==> src/s2nf_pkg.sv <==
// constants, configuration carrier and output carrier for the serial-to-network framer
// assumes a single 250 MHz sys_clk; configuration ports are held steady by firmware
// Notes on behaviour
// - close frame after idle interval, counted in 10 ms units, reset value zero
// - idle interval zero means two character times at the current baud rate
// - continuous serial data is cut at the maximum network packet size
// - with separator framing on, end the packet when the separator is seen
// - with separator framing on, no packet exceeds 512 bytes
// - separator length selectable 0..4 characters, compared in order
// - after a separator, end there or after one or two further bytes
// - at most eight simultaneous host sessions in fan-out mode
// - bytes from any connected host go to the serial device
// - every serial frame is copied to all connected sessions except those still waiting for their address announcement
// - optional hardware-address announcement first on every new connection; a frame byte moved in the connect cycle reaches the session before it
// - outgoing segments wait about 40 ms unless segment_delay_off is set
// - full-duplex differential mode keeps the line driver always on
// - combined passive/active mode only allowed as connection client
// - dynamic DNS address report uses fixed refresh value 40,320
// - TCP/UDP address report sends ASCII or hex at a set interval
package s2nf_pkg;
    localparam int CLK_PERIOD_NS = 4;
    localparam int T_10MS_NS = 10_000_000;
    localparam int CYC_10MS = T_10MS_NS / CLK_PERIOD_NS;
    localparam int T_SEG_DELAY_NS = 40_000_000;
    localparam int CYC_SEG_DELAY = T_SEG_DELAY_NS / CLK_PERIOD_NS;
    localparam logic [7:0] IDLE_INTERVAL_RESET = 8'h00;
    localparam logic [9:0] SEP_PKT_MAX = 10'h200;
    localparam int SEP_MAX_LEN = 4;
    localparam int HW_ADDR_BYTES = 6;
    localparam int SESSIONS = 8;
    localparam logic [15:0] DDNS_REFRESH = 16'h9d80;

    typedef enum logic [1:0] {S2NF_SEP_ONLY = 2'h0, S2NF_SEP_PLUS1 = 2'h1,
        S2NF_SEP_PLUS2 = 2'h2} s2nf_sep_op_t;
    typedef enum logic [1:0] {S2NF_RPT_OFF = 2'h0, S2NF_RPT_DDNS = 2'h1,
        S2NF_RPT_TCP = 2'h2, S2NF_RPT_UDP = 2'h3} s2nf_rpt_t;
    typedef enum logic [1:0] {S2NF_ANN_IDLE = 2'b01, S2NF_ANN_SEND = 2'b10} s2nf_ann_t;

    typedef struct packed {
        logic [7:0] idle_interval;
        logic [15:0] char_cycles;
        logic [9:0] max_pkt;
        logic [2:0] sep_len;
        s2nf_sep_op_t sep_op;
        logic [3:0][7:0] sep_chars;
        logic segment_delay_off;
        logic announce_hw_id;
        logic multi_conn;
        logic full_duplex;
        logic conn_client;
        logic combo_req;
        s2nf_rpt_t address_change_report;
        logic report_ascii;
        logic [15:0] report_interval;
    } s2nf_cfg_t;

    typedef struct packed {
        logic [7:0] data;
        logic last;
        logic [SESSIONS-1:0] dest;
    } s2nf_net_byte_t;
endpackage

==> src/s2nf_framer.sv <==
// serial-to-network framer: frames serial bytes, fans frames out to sessions,
// announces the hardware address, merges host data to serial, times address reports
// assumes serial bytes and network bytes arrive from logic on sys_clk (no crossing)
`timescale 1ns/10ps
module s2nf_framer
    import s2nf_pkg::*;
#(
    parameter int TICK_CYC = CYC_10MS,
    parameter int SEG_DLY_CYC = CYC_SEG_DELAY
)(
    input wire logic sys_clk,
    input wire logic resetn,
    input wire s2nf_cfg_t cfg,
    input wire logic [47:0] hw_addr,
    input wire logic ser_rx_valid,
    input wire logic [7:0] ser_rx_data,
    output logic ser_rx_ready,
    output logic net_tx_valid,
    output s2nf_net_byte_t net_tx,
    input wire logic net_tx_ready,
    output logic seg_push,
    input wire logic [SESSIONS-1:0] session_up,
    input wire logic net_rx_valid,
    input wire logic [7:0] net_rx_data,
    input wire logic [2:0] net_rx_session,
    output logic net_rx_ready,
    output logic ser_tx_valid,
    output logic [7:0] ser_tx_data,
    input wire logic ser_tx_ready,
    input wire logic ser_tx_busy,
    output logic drv_en,
    output logic combo_mode,
    output logic report_req,
    output logic report_ascii,
    output logic [15:0] report_refresh
);
    function automatic logic sep_hit(input logic [3:0][7:0] win, input logic [3:0][7:0] sep,
        input logic [2:0] len);
        logic ok;
        ok = (len != 3'h0) && (len <= 3'h4);
        for (int i = 0; i < SEP_MAX_LEN; i++)
        begin
            if (i < int'(len) && win[int'(len) - 1 - i] != sep[i])
                ok = 1'b0;
        end
        return ok;
    endfunction

    logic [SESSIONS-1:0] conn;
    logic [SESSIONS-1:0] conn_prev;
    logic [SESSIONS-1:0] ann_pend;
    logic [SESSIONS-1:0] ann_dest;
    logic [2:0] ann_idx;
    s2nf_ann_t ann_state;
    logic hold_v;
    logic [7:0] hold_data;
    logic hold_last;
    logic [2:0][7:0] hist;
    logic [9:0] frame_cnt;
    logic [1:0] tail_cnt;
    logic tail_on;
    logic [31:0] idle_cnt;
    logic [31:0] idle_limit;
    logic idle_fire;
    logic out_free;
    logic hold_move;
    logic accept;
    logic cut;
    logic [3:0][7:0] win;
    logic [9:0] pkt_limit;
    logic [SESSIONS-1:0] ann_next;
    logic flush_pend;
    logic [31:0] seg_cnt;
    logic [31:0] tick_cnt;
    logic tick;
    logic [15:0] rpt_cnt;
    logic [15:0] rpt_limit;

    // a single-session setup only ever talks to session 0
    assign conn = cfg.multi_conn ? session_up : {{(SESSIONS-1){1'b0}}, session_up[0]};
    assign out_free = !net_tx_valid || net_tx_ready;

    // zero interval falls back to two character times at the current baud rate
    assign idle_limit = (cfg.idle_interval == IDLE_INTERVAL_RESET)
        ? {15'h0000, cfg.char_cycles, 1'b0}
        : 32'(cfg.idle_interval) * 32'(TICK_CYC);

    assign idle_fire = hold_v && !hold_last && (idle_cnt >= idle_limit);
    assign hold_move = hold_v && out_free && (ann_state == S2NF_ANN_IDLE)
        && (hold_last || idle_fire || ser_rx_valid);
    // a byte never joins a frame that the idle timer closes in the same cycle
    assign ser_rx_ready = !hold_v || (hold_move && !idle_fire);
    assign accept = ser_rx_valid && ser_rx_ready;
    assign win = {hist, ser_rx_data};
    assign pkt_limit = (cfg.sep_len != 3'h0 && cfg.max_pkt > SEP_PKT_MAX) ? SEP_PKT_MAX
        : cfg.max_pkt;

    always_comb
    begin
        cut = (frame_cnt + 10'h001 >= pkt_limit);
        if (tail_on)
            cut = cut || (tail_cnt == 2'h1);
        else if (sep_hit(win, cfg.sep_chars, cfg.sep_len) && cfg.sep_op == S2NF_SEP_ONLY)
            cut = 1'b1;
    end

    // serial byte holding stage: the byte waits until its frame position is known
    always_ff @(posedge sys_clk or negedge resetn)
    begin
        if (!resetn)
        begin
            hold_v <= 1'b0;
            hold_data <= 8'h00;
            hold_last <= 1'b0;
        end
        else if (accept)
        begin
            hold_v <= 1'b1;
            hold_data <= ser_rx_data;
            hold_last <= cut;
        end
        else if (hold_move)
        begin
            hold_v <= 1'b0;
            hold_last <= 1'b0;
        end
    end

    // frame bookkeeping: length, separator history and trailing byte count
    always_ff @(posedge sys_clk or negedge resetn)
    begin
        if (!resetn)
        begin
            frame_cnt <= 10'h000;
            hist <= '0;
            tail_cnt <= 2'h0;
            tail_on <= 1'b0;
        end
        else if ((accept && cut) || (hold_move && idle_fire))
        begin
            frame_cnt <= 10'h000;
            hist <= '0;
            tail_on <= 1'b0;
            tail_cnt <= 2'h0;
        end
        else if (accept)
        begin
            frame_cnt <= frame_cnt + 10'h001;
            hist <= win[2:0];
            if (tail_on)
                tail_cnt <= tail_cnt - 2'h1;
            else if (sep_hit(win, cfg.sep_chars, cfg.sep_len))
            begin
                tail_on <= 1'b1;
                tail_cnt <= cfg.sep_op;
            end
        end
    end

    // idle timer restarts on every byte and only matters while a byte is pending
    always_ff @(posedge sys_clk or negedge resetn)
    begin
        if (!resetn)
            idle_cnt <= 32'h0000_0000;
        else if (accept || !hold_v)
            idle_cnt <= 32'h0000_0000;
        else if (idle_cnt != 32'hffff_ffff)
            idle_cnt <= idle_cnt + 32'h0000_0001;
    end

    // new connections queue an announcement; the set wins over the clear
    assign ann_next = conn & ~conn_prev & {SESSIONS{cfg.announce_hw_id}};
    always_ff @(posedge sys_clk or negedge resetn)
    begin
        if (!resetn)
        begin
            conn_prev <= '0;
            ann_pend <= '0;
        end
        else
        begin
            conn_prev <= conn;
            ann_pend <= ((ann_state == S2NF_ANN_SEND && out_free && ann_idx == 3'h5)
                ? (ann_pend & ~ann_dest) : ann_pend) & conn | ann_next;
        end
    end

    always_ff @(posedge sys_clk or negedge resetn)
    begin
        if (!resetn)
        begin
            ann_state <= S2NF_ANN_IDLE;
            ann_dest <= '0;
            ann_idx <= 3'h0;
        end
        else
        begin
            unique case (ann_state)
                S2NF_ANN_IDLE:
                begin
                    ann_idx <= 3'h0;
                    if (ann_pend != '0 && !hold_move)
                    begin
                        ann_dest <= ann_pend & (~ann_pend + 8'h01);
                        ann_state <= S2NF_ANN_SEND;
                    end
                end
                S2NF_ANN_SEND:
                begin
                    if (out_free)
                    begin
                        ann_idx <= ann_idx + 3'h1;
                        if (ann_idx == 3'h5)
                            ann_state <= S2NF_ANN_IDLE;
                    end
                end
            endcase
        end
    end

    // output byte register; frame data skips sessions queued in ann_pend, which a new session joins only a cycle after it connects
    always_ff @(posedge sys_clk or negedge resetn)
    begin
        if (!resetn)
        begin
            net_tx_valid <= 1'b0;
            net_tx <= '0;
        end
        else if (ann_state == S2NF_ANN_SEND && out_free)
        begin
            net_tx_valid <= 1'b1;
            net_tx.data <= hw_addr[8'(47 - 8 * int'(ann_idx)) -: 8];
            net_tx.last <= (ann_idx == 3'h5);
            net_tx.dest <= ann_dest;
        end
        else if (hold_move)
        begin
            net_tx_valid <= 1'b1;
            net_tx.data <= hold_data;
            net_tx.last <= hold_last || idle_fire;
            net_tx.dest <= conn & ~ann_pend;
        end
        else if (net_tx_ready)
            net_tx_valid <= 1'b0;
    end

    // coalescing delay: frames ending within 40 ms of the first share one push
    always_ff @(posedge sys_clk or negedge resetn)
    begin
        if (!resetn)
        begin
            flush_pend <= 1'b0;
            seg_cnt <= 32'h0000_0000;
            seg_push <= 1'b0;
        end
        else
        begin
            seg_push <= 1'b0;
            if (net_tx_valid && net_tx_ready && net_tx.last && cfg.segment_delay_off)
                seg_push <= 1'b1;
            else if (flush_pend && seg_cnt >= 32'(SEG_DLY_CYC - 1))
            begin
                seg_push <= 1'b1;
                flush_pend <= 1'b0;
                seg_cnt <= 32'h0000_0000;
            end
            else if (flush_pend)
                seg_cnt <= seg_cnt + 32'h0000_0001;
            else if (net_tx_valid && net_tx_ready && net_tx.last)
                flush_pend <= 1'b1;
        end
    end

    // host bytes to serial; bytes from an unconnected session are dropped
    assign net_rx_ready = !ser_tx_valid || ser_tx_ready;

    always_ff @(posedge sys_clk or negedge resetn)
    begin
        if (!resetn)
        begin
            ser_tx_valid <= 1'b0;
            ser_tx_data <= 8'h00;
        end
        else if (net_rx_valid && net_rx_ready && conn[net_rx_session])
        begin
            ser_tx_valid <= 1'b1;
            ser_tx_data <= net_rx_data;
        end
        else if (ser_tx_ready)
            ser_tx_valid <= 1'b0;
    end

    // full duplex cannot share the line, so it never releases the driver
    always_ff @(posedge sys_clk or negedge resetn)
    begin
        if (!resetn)
        begin
            drv_en <= 1'b0;
            combo_mode <= 1'b0;
        end
        else
        begin
            drv_en <= cfg.full_duplex || ser_tx_busy || ser_tx_valid;
            combo_mode <= cfg.combo_req && cfg.conn_client;
        end
    end

    // address report timer in 10 ms ticks; dynamic DNS ignores the set interval
    assign rpt_limit = (cfg.address_change_report == S2NF_RPT_DDNS) ? DDNS_REFRESH
        : cfg.report_interval;
    assign tick = (tick_cnt >= 32'(TICK_CYC - 1));

    always_ff @(posedge sys_clk or negedge resetn)
    begin
        if (!resetn)
        begin
            tick_cnt <= 32'h0000_0000;
            rpt_cnt <= 16'h0000;
            report_req <= 1'b0;
            report_ascii <= 1'b0;
            report_refresh <= 16'h0000;
        end
        else
        begin
            tick_cnt <= tick ? 32'h0000_0000 : tick_cnt + 32'h0000_0001;
            report_refresh <= rpt_limit;
            report_ascii <= cfg.report_ascii;
            report_req <= 1'b0;
            if (cfg.address_change_report == S2NF_RPT_OFF || rpt_limit == 16'h0000)
                rpt_cnt <= 16'h0000;
            else if (tick && rpt_cnt + 16'h0001 >= rpt_limit)
            begin
                rpt_cnt <= 16'h0000;
                report_req <= 1'b1;
            end
            else if (tick)
                rpt_cnt <= rpt_cnt + 16'h0001;
        end
    end
endmodule

==> config.mk <==
export PLATFORM = sky130hd
export DESIGN_NAME = s2nf_framer
export DESIGN_NICKNAME = d
export VERILOG_FILES = /design/src/s2nf_pkg.sv /design/src/s2nf_framer.sv
export SDC_FILE = /design/constraint.sdc
export NUM_CORES = 1
export LEC_CHECK = 0
export ABC_AREA = 0
export BUFFER_PORTS_ARGS = -buffer_cell sky130_fd_sc_hd__buf_4
export CORE_MARGIN = 4
export CORE_UTILIZATION = 60
export CTS_BUF_LIST = sky130_fd_sc_hd__clkbuf_8
export DETAILED_ROUTE_END_ITERATION = 16
export PLACE_DENSITY_LB_ADDON = 0.12
export REMOVE_ABC_BUFFERS = 1
export SYNTH_ARGS = -nofsm -noshare
export SYNTH_HDL_FRONTEND = slang
export SYNTH_SLANG_ARGS = --single-unit
==> constraint.sdc <==
create_clock -name sys_clk -period 5.8 [get_ports sys_clk]
set_clock_uncertainty 0.1 [all_clocks]
set_input_delay 0 -clock sys_clk [delete_from_list [all_inputs] [get_ports sys_clk]]
set_output_delay 0 -clock sys_clk [all_outputs]
set_load 0.03 [all_outputs]
# Word level (Yosys, flattened, before mapping)
# Cells that the tools add are included.
# word_totals
in_bits,178
out_inout_bits,50
regBits,237
# classes
n_mul,1
n_addsub,13
mux,71
n_lt_le_gt_ge,16
n_bitwise,11
reduce_logical,63
eq_ne,13
n_shift,1
# op_table
op,count
2-to-1 mux 32 bit,5
adder 32 x 1 -> 32 bit (second input constant),3
2-to-1 mux 8 bit,10
binary-select mux 8 bit (select 2 bit),4
less-than comparator 32 x 4 -> 1 bit (second input constant),2
2-to-1 mux 16 bit,4
variable part select 55 x 7 -> 8 bit,1
AND 8 bit,6
2-to-1 mux 24 bit,2
2-to-1 mux 17 bit,2
greater-or-equal comparator 32 x 22 -> 1 bit (second input constant),1
greater-or-equal comparator 32 x 24 -> 1 bit (second input constant),1
greater-or-equal comparator 32 x 30 -> 1 bit,1
!= test 32 bit (second input constant),1
!= test 8 bit,4
2-to-1 mux 10 bit,3
2-to-1 mux 30 bit,1
2-to-1 mux 1 bit,29
logical AND 1 bit,27
multiplier 8 x 17 -> 25 bit (second input constant),1
NOT 8 bit,3
adder 16 x 1 -> 16 bit (second input constant),1
greater-or-equal comparator 16 bit,1
logical NOT 16 bit,1
other kinds (37),75

# Logic depth before layout (Yosys ltp)
# logic_depth
word_depth,21
ltp_mapped,27
mapped_depth_nobuf,26

# Worst setup path after synthesis
# Ideal clock, no wire load.
# synth_timing
path_kind,input to register
start,in cfg[94] (netlist name)
end,reg ann_dest[0]
arrival_time_ns,5.636
stages,24
n_path_buf,1
slack_ns,-0.061
setup_ns,0.125
cell_sequence,inv_1 -> ha_1 -> fa_1 -> fa_1 -> fa_1 -> ha_1 -> o21a_1 -> o21ai_0 -> a22oi_1 -> a41oi_1 -> a21oi_1 -> a21oi_1 -> a211o_1 -> o21a_1 -> ha_1 -> nand4_1 -> nor4_1 -> a221oi_1 -> o211ai_1 -> a21o_1 -> o31ai_4 -> and3_1 -> buf_2 -> mux2_2
# synth_between
elab_chain_len,10
# synth_rtl
element,line,source
start: declaration,s2nf_framer.sv:13,"input wire s2nf_cfg_t cfg,"
multiplier 8 x 17 -> 25 bit / logical NOT 8 bit (equally long branches),"s2nf_framer.sv:86, s2nf_framer.sv:84",
2-to-1 mux 30 bit *,s2nf_framer.sv:85,"? {15'h0000, cfg.char_cycles, 1'b0}"
greater-or-equal comparator 32 x 30 -> 1 bit *,s2nf_framer.sv:88,assign idle_fire = hold_v && !hold_last && (idle_cnt >= idle_limit);
logical AND 1 bit *,s2nf_framer.sv:88,
logical OR 1 bit * (2 in a row),s2nf_framer.sv:90,&& (hold_last || idle_fire || ser_rx_valid);
logical AND 1 bit *,s2nf_framer.sv:90,
logical NOT 1 bit *,s2nf_framer.sv:202,if (ann_pend != '0 && !hold_move)
logical AND 1 bit *,s2nf_framer.sv:202,
AND reduction 2 bit (no source line) *,n/a,
end signal: assignment,s2nf_framer.sv:204,ann_dest <= ann_pend & (~ann_pend + 8'h01);
end: declaration,s2nf_framer.sv:52,logic [SESSIONS-1:0] ann_dest;
# Mark *: on every way between the ends. The rest lies on a longest branch, timed or not.
# A chain may end at the register's enable or synchronous reset.

# Final worst setup path
# layout_timing
start,in cfg[94] (netlist name)
end,reg ann_dest[2]
# The elaborated chain is that of the path after synthesis.

==> metrics.md <==
| Metric | Value |
|---|---|
| Yosys cell types | `between 70 and 80` |
| Area contributors post-synth | `dfrtp_1, ha_1, mux4_2` |
| Worst-margin pin slew | `roughly 1100 ps` |
| Routability cong. | `0.892` |
| Layout Area Growth over Synthesis | `30.7%` |
| CP endpoint kind | `flop` |
| Post-Syn Area | `~0.016 mm2` |
| Synth Instances | `roughly 1500` |
| DRT Pass-1 Iters | `7` |
| WL final | `45100 um` |
| CP max FO | `7` |
| Root Driver | `clkbuf_8` |
| Max cap viols | `0` |
| RSZ-0062 raised after global routing | `true` |
| WP buf/inv | `4` |
| Worst-Skew Late Latency | `between 500 and 600 ps` |
| Avg WL per Cell | `approximately 20 um` |
| Clock buffer depth | `3` |
| Initial antenna violation count | `0` |
| Hpwl dp | `around 30000 um` |
| Share of synthesized registers carrying an async set or reset | `between 90% and 100%` |
| Failing checks | `setup timing` |
| Net Switching | `roughly 2500 uW` |
| Most common cell after layout, fill and taps aside | `buf_4` |
| Worst EP arrival | `about 6000 ps` |
| Htree depth | `2` |
| WS Path Type | `input pin to flop` |
| CP max stage delay | `approximately 600 ps` |
| Die Ht | `170 um` |
| Setup_tns | `-86.4 ps` |
| Relative slew slack | `25.9%` |
| Pint | `4200 uW` |
| Sequential fraction of the synthesis area | `between 30% and 40%` |
| Final instance area | `approximately 0.021 mm2` |
| Gate power share | `about 45%` |
| Commonest cells after routing, fill and taps aside | `buf_4, dfrtp_1, nor2_1, ha_1, nand2_1` |
| Clock power frac | `a little over a fifth` |
| IO Port Bufs | `227` |
| Core ar. | `roughly 0.025 mm2` |
| Flop pwr share | `between 30% and 40%` |
| CTS tree | `yes` |
| Final ANT Viol Nets | `0` |
| Crit path max-delay family | `compound AO/OA/AOI/OAI gates` |
| Static leakage | `0.0101 uW` |
| Final Hold Viols | `0` |
| Final setup vio count | `6` |
| NumNets Final | `~2300` |
| Status | `complete, but fails checks` |
| Yosys warning count | `0` |
| Maximum clock frequency | `between 150 and 200 MHz` |
| Share of layout cells above drive strength 1 | `around a quarter` |
| Yosys top cell area share | `roughly 38%` |
| Reg2Reg Depth | `14` |
| Slowest CP cell | `fa_1` |
| Starting density of the core | `between 60% and 70%` |
| IO Count | `about 230` |
| DRT iter0 DRCs | `approximately 960` |
| Final worst path period share | `101%` |
| Synth Flop Type | `dfrtp_1` |
| Total track usage | `~30%` |
| Drt via density | `about 6` |
| EDFF count, synth | `0` |
| WP depth | `25` |
| Startpoint types | `input pin` |
| Worst Slack Setup Final | `-30.9 ps` |
| Number of cell rows | `58` |
| Die width | `between 150 and 200 um` |
| Hold Path Class | `input pin to flop` |
| Post-route DRC | `0` |
| CTS Buf Count | `40` |
| DP Area | `roughly 0.018 mm2` |
| Number of global-route vias before repair | `roughly 14000` |
| Worst-path clk slew | `60 ps` |
| Power Density | `between 300 and 400 mW/mm2` |
| Pin count of the biggest net entering global routing | `just under 200` |
| Die Area | `0.0289 mm2` |
| Vias | `13800` |
| Syn avg cell area | `10.3 um2` |
| Hold path depth | `2` |
| Post-synth top area cell | `dfrtp_1` |
| Clock sink count | `about 240` |
| Fill cells | `approximately 1500` |
| Final Max Slew Viols | `0` |
| FF+latch count, synth | `237` |
| Global route overflow | `0` |
| First-pass GRT wire length | `between 70000 and 80000 um` |
| Switching Share | `37.4%` |
| Max IR drop VDD | `0.245 mV` |
| Period minus WS final | `5830 ps` |
| Ant. Diodes | `0` |
| CP required | `6080 ps` |
==> metal layers <==
| metal | up-vias | part of all wire, % | track usage, % |
|---|---|---|---|
| met5 | - | 0 | 0 |
| met1 | 6777 | 39 | 38.6 |
| met4 | 0 | 3.1 | 9.17 |
| met3 | 112 | 7.3 | 6.32 |
| met2 | 589 | 50 | 50.9 |
| li1 | 6349 | - | - |
==> layout make-up <==
cell class	instances	area [um2]	area share, %
timing repair buffer	411	3500	17.0
tap	330	413	2.01
clock inverter	21	95.1	0.463
sequential	237	5930	28.9
clock buffer	48	661	3.22
multi-input combinational	1171	9630	46.9
inverter	82	313	1.52
==> Yosys cell counts (all sizes together), types with 18 or more instances <==
library cell and number:
dfrtp 236, nor2 151, ha 141, nand2 121, inv 81, xnor2 69, xor2 66, nand3 59
a21oi 48, mux4 42, o21ai 39, nand4 34, mux2 32, and3 30, clkbuf 30, a22o 29
nor3 25, mux2i 24, buf 21, a21o 20, nand2b 20, fa 18
==> through the flow <==
stage | hold slack, ps | worst slack (ps) | utilization (%) | std cells | total power, uW
3_5_place_dp | -195 | -756 | 71.8 | 2128 | 4860
2_1_floorplan | -396 | -706 | - | 1490 | 3900
6_report | 56.3 | -30.9 | 80.7 | 2300 | 6720
3_3_place_gp | -193 | -547 | 71.8 | 2128 | 4750
5_1_grt | 67.3 | -210 | 80.7 | 2300 | 7100
4_1_cts | 16.0 | 11.0 | 79.1 | 2294 | 6480
==> sequential cells by signal, summed over array words and instances (netlist names), 10 cells and up <==
signal,count
rpt_cnt,16
idle_cnt,32
report_refresh,16
hist,24
net_tx,17
seg_cnt,32
frame_cnt,10
tick_cnt,32
==> path summary, 6_finish.rpt <==
check                                             from                       to  slack [ps]
max in group asynchronous                       resetn    ann_pend[7]$_DFF_PN0_        4060
worst min register to register   tick_cnt[0]$_DFF_PN0_    tick_cnt[0]$_DFF_PN0_         390
worst min-delay path                           cfg[16]   report_ascii$_DFF_PN0_          60
worst max-delay path                           cfg[94]  ann_dest[2]$_DFFE_PN0P_         -30
worst max register to register  rpt_cnt[2]$_DFFE_PN0P_   rpt_cnt[8]$_DFFE_PN0P_        2150
min in group asynchronous                       resetn  idle_cnt[4]$_DFFE_PN0P_         460
==> logic make-up after synthesis <==
group / share of synthesized area (%)
simple gates: 16.4
fa+ha+maj: 13.5
compound gates: 11.0
mux: 10.1
other cells: 0.0239
xor+xnor: 7.52
flops: 37.7
buf+inv: 3.71
==> power by group through the flow <==
stage	Clock [uW]	Combinational (uW)	Sequential [uW]
floorplan	0	1600	2290
detailed placement	0	2590	2270
global route	1540	3240	2330
finish	1430	3000	2280
global placement	0	2500	2250
CTS	1450	2780	2250
==> timing repair <==
item | 4_1_cts | 5_1_grt
resized for setup | 22 | 57
hold buffers | 93 | 0
endpoints found under the setup margin | 99 | 108
endpoints found under the hold margin | 329 | 0
cloned | 0 | 4
pin swaps | 23 | 64
buffers inserted | 4 | 3
Note: power is estimated with default switching activity, not from simulation.
